**src/design/fts_defines.vh**
```
// Constants shared by the fan speed readout and stall detection design.
`ifndef FTS_DEFINES_VH
`define FTS_DEFINES_VH

`define FTS_FAN_COUNT 4
`define FTS_CLK_HZ 25000000
`define FTS_TICK_HZ 90000
`define FTS_TICK_KHZ 90
`define FTS_TICK_DIV (`FTS_CLK_HZ / `FTS_TICK_HZ)
`define FTS_TICK_DIV_W 9

`define FTS_EDGES_PER_REV 5
`define FTS_GUARD_MIN_NS 88880
`define FTS_GUARD_MIN_TICKS ((`FTS_GUARD_MIN_NS * `FTS_TICK_KHZ + 999999) / 1000000)
`define FTS_GUARD_T1 16
`define FTS_GUARD_T2 32
`define FTS_GUARD_T3 63
`define FTS_FULL_DUTY_HIGH 255
`define FTS_FULL_DUTY_PERIOD 256

`define FTS_CODE_STALL 16'hffff
`define FTS_CODE_SLOW 16'hfffe

`define FTS_ADDR_READING 8'h28
`define FTS_ADDR_STATUS 8'h42
`define FTS_ADDR_LIMIT 8'h54
`define FTS_ADDR_ENABLE 8'h80
`define FTS_ADDR_OPTIONS 8'h90

`define FTS_ENABLE_RESET 8'h0f
`define FTS_ENABLE_GROUP_BIT 7
`define FTS_OPTIONS_RESET 8'h00
`define FTS_LIMIT_RESET 8'hff

`define FTS_OPT_SLOW_BIT 0
`define FTS_OPT_EDGES_LSB 1
`define FTS_OPT_GUARD_LSB 3
`define FTS_OPT_SKIP_BIT 5
`define FTS_OPT_SYNC_BIT 6

`endif

```
**src/design/fts_stall_detect.v**
```verilog
// Top of the fan speed readout: tick divider, four channels, registers, interrupt.
//
// Contract
// RQ1 - Five speed-pulse transitions make one full fan revolution.
// RQ2 - Speed pulses are ignored for the guard time after the drive rises.
// RQ3 - Full drive duty holds high 255 of 256 counts, so the window closes.
// RQ4 - A pulse period longer than on-time minus guard reads as slow or stalled.
// RQ5 - A reading above the fan's limit sets its failure status bit.
// RQ6 - No edges in the window force the reading to all ones.
// RQ7 - Too few edges load FFFEh when slow-select is set, else FFFFh.
// RQ8 - Reading stays all ones after a stall until the next valid count latches.
// RQ9 - An all-ones limit keeps that fan's status bit from ever setting.
// RQ10 - Status sets only above the limit and with the fan's enable bit set.
// RQ11 - Per-fan event enable bits come out of reset enabled.
// RQ12 - Group fan interrupt enable resets disabled; software must set it.
// RQ13 - Speed is the count of 90 kHz ticks across the programmed edges.
// RQ14 - Synchronized mode starts watching only after drive high and guard expiry.
// RQ15 - Interrupt output asserts while an enabled status bit and group enable are set.
`timescale 1ns/1ps
`default_nettype none
`include "fts_defines.vh"

module fts_stall_detect (
	input wire clock,
	input wire rst_b,
	input wire [3:0] fanTach,
	input wire [3:0] driveOn,
	input wire [7:0] regAddr,
	input wire [7:0] regWrData,
	input wire regWr,
	input wire regRd,
	output reg [7:0] regRdData,
	output wire int_b
);

	reg [`FTS_TICK_DIV_W-1:0] tickDiv;
	reg tick;
	reg [7:0] fanEventStatus;
	reg [7:0] fanEventEnable;
	reg [7:0] limitByte [0:7];
	reg [7:0] optionByte [0:3];
	reg [7:0] heldMsb [0:3];
	reg [7:0] next_rdData;
	wire [3:0] tachSync;
	wire [15:0] reading [0:3];
	wire [3:0] fanFail;
	wire [7:0] statusClear;
	integer i;
	integer j;
	integer k;

	// A counter rather than a second clock keeps the tick in the register domain.
	always @(posedge clock) begin
		if (!rst_b) begin
			tickDiv <= {`FTS_TICK_DIV_W{1'b0}};
			tick <= 1'b0;
		end else if (tickDiv == `FTS_TICK_DIV - 1) begin
			tickDiv <= {`FTS_TICK_DIV_W{1'b0}};
			tick <= 1'b1;
		end else begin
			tickDiv <= tickDiv + {{(`FTS_TICK_DIV_W-1){1'b0}}, 1'b1};
			tick <= 1'b0;
		end
	end

	fts_sync2 u_sync (
		.clock(clock),
		.rst_b(rst_b),
		.asyncIn(fanTach),
		.syncOut(tachSync)
	);

	genvar g;
	generate
		for (g = 0; g < `FTS_FAN_COUNT; g = g + 1) begin : gFan
			wire [15:0] limitWord = {limitByte[2*g+1], limitByte[2*g]};
			// With five edges per revolution, edge setting 2 counts one revolution; the default counts two edges.
			fts_tach_chan u_chan ( // RQ1
				.clock(clock),
				.rst_b(rst_b),
				.tick(tick),
				.tachLevel(tachSync[g]),
				.driveOn(driveOn[g]),
				.syncMode(optionByte[g][`FTS_OPT_SYNC_BIT]),
				.edgeSel(optionByte[g][`FTS_OPT_EDGES_LSB+1:`FTS_OPT_EDGES_LSB]),
				.guardSel(optionByte[g][`FTS_OPT_GUARD_LSB+1:`FTS_OPT_GUARD_LSB]),
				.skipFirst(optionByte[g][`FTS_OPT_SKIP_BIT]),
				.slowSel(optionByte[g][`FTS_OPT_SLOW_BIT]),
				.reading(reading[g])
			);
			assign fanFail[g] = (reading[g] > limitWord) // RQ5
				&& (limitWord != 16'hffff) // RQ9
				&& fanEventEnable[g]; // RQ10
		end
	endgenerate

	assign statusClear = (regWr && regAddr == `FTS_ADDR_STATUS) ? regWrData : 8'h00;

	// Status, enable, limits and options; a set that meets a clear wins.
	always @(posedge clock) begin
		if (!rst_b) begin
			fanEventStatus <= 8'h00;
			fanEventEnable <= `FTS_ENABLE_RESET; // RQ11 RQ12
			for (i = 0; i < 8; i = i + 1) begin
				limitByte[i] <= `FTS_LIMIT_RESET;
			end
			for (i = 0; i < 4; i = i + 1) begin
				optionByte[i] <= `FTS_OPTIONS_RESET;
			end
		end else begin
			fanEventStatus <= (fanEventStatus & ~statusClear) | {4'h0, fanFail}; // RQ5 RQ10
			if (regWr) begin
				if (regAddr == `FTS_ADDR_ENABLE) begin
					fanEventEnable <= regWrData;
				end
				for (i = 0; i < 8; i = i + 1) begin
					if (regAddr == `FTS_ADDR_LIMIT + i[7:0]) begin
						limitByte[i] <= regWrData;
					end
				end
				for (i = 0; i < 4; i = i + 1) begin
					if (regAddr == `FTS_ADDR_OPTIONS + i[7:0]) begin
						optionByte[i] <= regWrData;
					end
				end
			end
		end
	end

	// Reading the low byte freezes the high byte so the two halves match.
	always @(posedge clock) begin
		if (!rst_b) begin
			for (j = 0; j < 4; j = j + 1) begin
				heldMsb[j] <= 8'hff;
			end
		end else if (regRd) begin
			for (j = 0; j < 4; j = j + 1) begin
				if (regAddr == `FTS_ADDR_READING + 2 * j[7:0]) begin
					heldMsb[j] <= reading[j][15:8];
				end
			end
		end
	end

	always @* begin
		next_rdData = 8'h00;
		if (regAddr == `FTS_ADDR_STATUS) begin
			next_rdData = fanEventStatus;
		end
		if (regAddr == `FTS_ADDR_ENABLE) begin
			next_rdData = fanEventEnable;
		end
		for (k = 0; k < 8; k = k + 1) begin
			if (regAddr == `FTS_ADDR_LIMIT + k[7:0]) begin
				next_rdData = limitByte[k];
			end
		end
		for (k = 0; k < 4; k = k + 1) begin
			if (regAddr == `FTS_ADDR_OPTIONS + k[7:0]) begin
				next_rdData = optionByte[k];
			end
			if (regAddr == `FTS_ADDR_READING + 2 * k[7:0]) begin
				next_rdData = reading[k][7:0];
			end
			if (regAddr == `FTS_ADDR_READING + 2 * k[7:0] + 8'h01) begin
				next_rdData = heldMsb[k];
			end
		end
	end

	always @(posedge clock) begin
		if (!rst_b) begin
			regRdData <= 8'h00;
		end else if (regRd) begin
			regRdData <= next_rdData;
		end else begin
			regRdData <= 8'h00;
		end
	end

	// The enable register doubles as the interrupt mask.
	assign int_b = ~((|(fanEventStatus[3:0] & fanEventEnable[3:0]))
		& fanEventEnable[`FTS_ENABLE_GROUP_BIT]); // RQ15 RQ12

endmodule // fts_stall_detect

`default_nettype wire

```
**src/design/fts_sync2.v**
```verilog
// Two-stage synchroniser for the fan speed pulse pins.
`timescale 1ns/1ps
`default_nettype none

module fts_sync2 (
	input wire clock,
	input wire rst_b,
	input wire [3:0] asyncIn,
	output reg [3:0] syncOut
);

	reg [3:0] stage1;

	always @(posedge clock) begin
		if (!rst_b) begin
			stage1 <= 4'h0;
			syncOut <= 4'h0;
		end else begin
			stage1 <= asyncIn;
			syncOut <= stage1;
		end
	end

endmodule // fts_sync2

`default_nettype wire

```
**src/design/fts_tach_chan.v**
```verilog
// Speed measurement for one fan: guard, edge counting and reading codes.
`timescale 1ns/1ps
`default_nettype none
`include "fts_defines.vh"

module fts_tach_chan (
	input wire clock,
	input wire rst_b,
	input wire tick,
	input wire tachLevel,
	input wire driveOn,
	input wire syncMode,
	input wire [1:0] edgeSel,
	input wire [1:0] guardSel,
	input wire skipFirst,
	input wire slowSel,
	output reg [15:0] reading
);

	localparam [1:0] ST_WAIT = 2'd0;
	localparam [1:0] ST_GUARD = 2'd1;
	localparam [1:0] ST_COUNT = 2'd2;
	// The shortest guard is derived from its duration, then cut to the counter width.
	localparam integer GUARD_MIN_I = `FTS_GUARD_MIN_TICKS;

	reg [1:0] state;
	reg prevTach;
	reg prevDrive;
	reg [5:0] guardCnt;
	reg [3:0] edgeCnt;
	reg [1:0] skipCnt;
	reg [15:0] tickCnt;
	reg [3:0] edgeTarget;
	reg [5:0] guardTarget;

	wire tachEdge = tachLevel ^ prevTach;
	wire driveRise = driveOn & ~prevDrive;
	wire windowShut = syncMode & ~driveOn;
	wire [15:0] shortCode = (edgeCnt == 4'd0) ? `FTS_CODE_STALL :
		(slowSel ? `FTS_CODE_SLOW : `FTS_CODE_STALL); // RQ6 RQ7

	always @* begin
		case (edgeSel)
			2'd0: edgeTarget = 4'd2;
			2'd1: edgeTarget = 4'd3;
			2'd2: edgeTarget = 4'd5;
			default: edgeTarget = 4'd9;
		endcase
		case (guardSel)
			2'd0: guardTarget = GUARD_MIN_I[5:0];
			2'd1: guardTarget = 6'd`FTS_GUARD_T1;
			2'd2: guardTarget = 6'd`FTS_GUARD_T2;
			default: guardTarget = 6'd`FTS_GUARD_T3;
		endcase
	end

	always @(posedge clock) begin
		if (!rst_b) begin
			state <= ST_WAIT;
			prevTach <= 1'b0;
			prevDrive <= 1'b0;
			guardCnt <= 6'd0;
			edgeCnt <= 4'd0;
			skipCnt <= 2'd0;
			tickCnt <= 16'h0000;
			reading <= `FTS_CODE_STALL;
		end else begin
			prevTach <= tachLevel;
			prevDrive <= driveOn;
			case (state)
				ST_WAIT: begin
					edgeCnt <= 4'd0;
					tickCnt <= 16'h0000;
					skipCnt <= skipFirst ? 2'd3 : 2'd0;
					guardCnt <= 6'd0;
					if (!syncMode) begin
						state <= ST_COUNT;
					end else if (driveRise) begin
						state <= ST_GUARD; // RQ14
					end
				end
				ST_GUARD: begin
					// Pulses in the guard are ignored; a drive that falls here gives no update.
					if (!driveOn) begin
						state <= ST_WAIT;
					end else if (tick) begin
						guardCnt <= guardCnt + 6'd1;
						if (guardCnt + 6'd1 >= guardTarget) begin
							state <= ST_COUNT; // RQ2
						end
					end
				end
				ST_COUNT: begin
					// In synchronized mode the window ends on the drive's fall; full duty still falls once a period.
					if (windowShut) begin // RQ3 RQ4
						reading <= shortCode;
						state <= ST_WAIT;
					end else if (tachEdge && skipCnt != 2'd0) begin
						skipCnt <= skipCnt - 2'd1;
					end else if (tachEdge) begin
						edgeCnt <= edgeCnt + 4'd1;
						if (edgeCnt == 4'd0) begin
							tickCnt <= 16'h0000;
						end else if (edgeCnt + 4'd1 == edgeTarget) begin
							reading <= tickCnt; // RQ13 RQ8
							state <= ST_WAIT;
						end else if (tick && tickCnt != 16'hffff) begin
							// A tick that lands on an edge still counts, or long edge sets read low.
							tickCnt <= tickCnt + 16'h0001;
						end
					end else if (tick) begin
						if (tickCnt == 16'hffff) begin
							reading <= shortCode;
							state <= ST_WAIT;
						end else begin
							tickCnt <= tickCnt + 16'h0001;
						end
					end
				end
				default: begin
					state <= ST_WAIT;
				end
			endcase
		end
	end

endmodule // fts_tach_chan

`default_nettype wire

```
**config.mk**
```make
export PLATFORM = sky130hd
export DESIGN_NAME = fts_stall_detect
export DESIGN_NICKNAME = d
export VERILOG_FILES = /design/src/design/fts_stall_detect.v /design/src/design/fts_sync2.v /design/src/design/fts_tach_chan.v
export VERILOG_INCLUDE_DIRS = /design/src /design/src/design
export SDC_FILE = /design/constraint.sdc
export NUM_CORES = 1
export LEC_CHECK = 0
export ABC_CLOCK_PERIOD_IN_PS = 8520
export BUFFER_PORTS_ARGS = -buffer_cell sky130_fd_sc_hd__buf_2
export CORE_ASPECT_RATIO = 1.2
export CORE_MARGIN = 4
export CORE_UTILIZATION = 69
export CTS_CLUSTER_DIAMETER = 150
export DETAILED_ROUTE_END_ITERATION = 10
export HOLD_SLACK_MARGIN = 0.03
export PLACE_DENSITY = 0.86
export RECOVER_POWER = 50
export SETUP_SLACK_MARGIN = 0.4
export SYNTH_ARGS = -nofsm -noshare
export SYNTH_HDL_FRONTEND = slang
export SYNTH_SLANG_ARGS = --single-unit
export TNS_END_PERCENT = 20
```
**constraint.sdc**
```tcl
create_clock -name clock -period 8.52 [get_ports clock]
set_input_delay 0.852 -clock clock [delete_from_list [all_inputs] [get_ports clock]]
set_output_delay 0.852 -clock clock [all_outputs]
set_load 0.02 [all_outputs]
```
==> results_dict.tcl <==
set metrics [dict create \
    status "complete, but fails checks" \
    violations "capacitance limit, slew limit" \
    maxSlewViolCount 92 \
    hold_path_depth 1 \
    layout_commonest_cell "nor2_1" \
    syn-cell-area_um2 20100 \
    crit_type "in2reg" \
    top_layer "met4" \
    drc 0 \
    routed_wl_um 58900 \
    slew_headroom_pct -86.1 \
    grt-ovfl-total 0 \
    vias 17975 \
    yosysUniqueCellTypes 89 \
    placementRows 68 \
    cts_hold_buf 0 \
    die-area_um2 32000 \
    total_power_mw 3.92 \
    hpwl_um 42600 \
    worst_slack_ns 2.59 \
    io-pin-count 37 \
    dp_cells 2609 \
    synth_edf_count 128 \
    synth.area.top_cells "dfxtp_1, edfxtp_1, ha_1" \
    ir_worst_vdd_mv 0.180 \
    skew_ns 0.0241 \
    routedWlPerCell_um 22.0 \
    power.density_nw_per_um2 181 \
    synthToLayoutAreaGrowth_pct 7.42 \
    reg2reg_setup_slack_ns 5.29 \
    synth_seq_cells 362 \
    wl_met2_um 26700 \
    hold_class "reg2reg" \
    layout-drive-gt1-share_pct 6.46 \
    core-area_um2 28800 \
    seqPwrFrac_pct 48.6 \
    ctsResizeCount 0 \
    fin_crit_ns 5.93 \
    n_antenna_cell 0 \
    via_per_inst 6.72 \
    synth_nets 2431 \
    antenna_found_initial 0 \
    fin_cells 2676 \
    cp.required_ns 8.97 \
    tightest_slew_ns 2.79 \
    cts_root_buf "clkbuf_16" \
    wl_met1_um 23100 \
    cts_tree "built" \
    async_flop_share_pct 0 \
    cts.sinks 362 \
    fin_crit_sh_pct 69.6 \
    power_leakage_nw 8.21 \
    crit_fanout 54 \
    grt_first_pass_wirelength_um 92500 \
    grt_pass1_vias 17037 \
    syn_inst 2281 \
    pwr-share-comb_pct 9.5 \
    post_cts_buffers 0 \
    ff2ff_path_depth 9 \
    final_nets 2413 \
    route.met3.wl_um 6260 \
    hold_viol 0 \
    critPathArrivalTime_ns 6.38 \
    fmax_mhz 169 \
    cp-start-kind "input pin" \
    setup_violations 0 \
    synth_area_per_cell_um2 8.83 \
    final_antenna_net_count 0 \
    clk_latency_ns 0.53 \
    track_usage_pct 36.2 \
    fp.dieH_um 195 \
    numCtsBuffers 37 \
    switchingPower_mw 1.02 \
    firstDrtPassIters 6 \
    yosysTopAreaCellShare_pct 23.3 \
    reg2reg_to "gFan[2].u_chan.reading[4]$_SDFFE_PN1P_" \
    gp_congestion 1.01 \
    ys.warnings.count 0 \
    drv_cap 2 \
    io_buffers 36 \
    drtIter0Drc 2209 \
    cts_max_level 2 \
    clock_path_buffers 3 \
    final_cell_mix "nor2_1, dfxtp_1, nand2_1, o21ai_0, edfxtp_1" \
    grt_max_degree 78 \
    synth_ff_type "dfxtp_1" \
    power.internal_mw 2.90 \
    crit_path_end_kind "register" \
    yosysTopAreaCell "dfxtp_1" \
    synth_seq_area_share_pct 42.3 \
    clockPowerShare_pct 41.9 \
    r2r_start "gFan[2].u_chan.edgeCnt[0]$_SDFFE_PN0P_" \
    pre_cts_slack_ns 4.24 \
    hp-start "u_sync.stage1[1]$_SDFF_PN0_" \
    swShare_pct 25.9 \
    fp.dieW_um 164 \
    holdPathEnd "u_sync.syncOut[1]$_SDFF_PN0_" \
    initial_core_util_pct 70.1 \
    rsz0062_at_grt "false" \
    setup_tns_ns 0 \
    clk_pin_slew_ns 0.06 \
]
[critical path, cell delays in order]
cell	delay (ns)
clkbuf_1	1.93
inv_1	1.60
clkbuf_1	1.00
a21oi_2	0.64
o21ai_0	0.16
o21ai_0	0.09
[registers in the layout, summed over array words and instances, names as in the netlist]
register	flops
gFan.u_chan.guardCnt	24
u_sync.stage1	4
tick	1
gFan.u_chan.prevDrive	4
limitByte	64
regRdData	8
gFan.u_chan.tickCnt	64
gFan.u_chan.skipCnt	8
fanEventEnable	8
gFan.u_chan.state	8
optionByte	32
tickDiv	9
gFan.u_chan.reading	64
gFan.u_chan.edgeCnt	16
u_sync.syncOut	4
gFan.u_chan.prevTach	4
heldMsb	32
fanEventStatus	8
[logic make-up (layout without fill, tap and decap cells)]
family / Yosys count / after routing / share of synthesized area [%]
simple gates: 910 / 910 / 22.6
compound gates: 539 / 539 / 17.1
flops: 362 / 362 / 42.3
buf+inv: 229 / 239 / 4.50
fa+ha+maj: 122 / 122 / 7.58
xor+xnor: 66 / 66 / 2.87
mux: 53 / 53 / 3.04
[metal layers]
layer  up-vias  track usage, %
met5         -               0
met4         0            14.5
met3       198            6.50
met2      1068            57.9
met1      8495            48.8
li1       8214               -
[power groups by stage]
stage / sequential (mW) / combinational, mW / clock [mW]
after floorplan: 1.90 / 0.270 / 0
after global placement: 1.94 / 0.346 / 0
after detailed placement: 1.94 / 0.359 / 0
after CTS: 1.90 / 0.363 / 1.65
after global routing: 1.91 / 0.410 / 1.72
final: 1.90 / 0.372 / 1.64
[stage by stage]
stage,utilization (%),area [µm²],hold WS [ns]
floorplan,-,20100,0.412
global placement,71.2,20500,0.415
detailed placement,71.2,20500,0.420
CTS,75.3,21700,0.434
global route,75.3,21600,0.458
finish,75.3,21600,0.432
[how the worst max path moves through the flow]
stage                     from                                endpoint  slack (ns)  cells past startpoint
floorplan           regAddr[0]          optionByte[3][0]$_SDFFCE_PN0P_        5.46                      6
global placement    regAddr[0]          optionByte[1][3]$_SDFFCE_PN0P_        4.39                      6
detailed placement  regAddr[0]          optionByte[1][3]$_SDFFCE_PN0P_        4.24                      6
CTS                 regAddr[0]          optionByte[1][6]$_SDFFCE_PN0P_        4.76                      6
global route             rst_b  gFan[2].u_chan.tickCnt[3]$_SDFFE_PN0P_        2.31                      6
finish                   rst_b  gFan[2].u_chan.tickCnt[3]$_SDFFE_PN0P_        2.59                      6
[cells in the mapped netlist (8+ instances only)]
cell       instances
o22ai_1           19
or3_1             25
o211ai_1          21
buf_2             11
and2_1            58
a31oi_1           25
o21ai_0          163
a221oi_1           9
or2_2             20
o21ai_1            9
a22oi_1           29
o2111ai_1         18
and3_1            27
and4_1             9
a211oi_1           9
a21oi_1          116
nor2b_1           21
nand3_1           60
a32oi_1            8
dfxtp_1          234
o21a_1            10
ha_1             122
buf_1              9
nand2_1          209
clkbuf_1          77
a21o_1            28
mux2i_1           41
nand2b_1          45
nor2_1           258
xor2_1            43
and3b_1           18
xnor2_1           23
inv_1            124
nand4_1           49
nor4_1             8
edfxtp_1         128
nor3_1            62
[cell type report]
class | instances | area, µm²
clock buffer | 43 | 968
clock inverter | 24 | 229
fill | 2109 | 7110
inverter | 124 | 465
multi-input combinational | 1690 | 10700
sequential | 362 | 8530
tap | 385 | 482
timing repair buffer | 48 | 254
No activity file was read; power rests on OpenSTA's default activity.
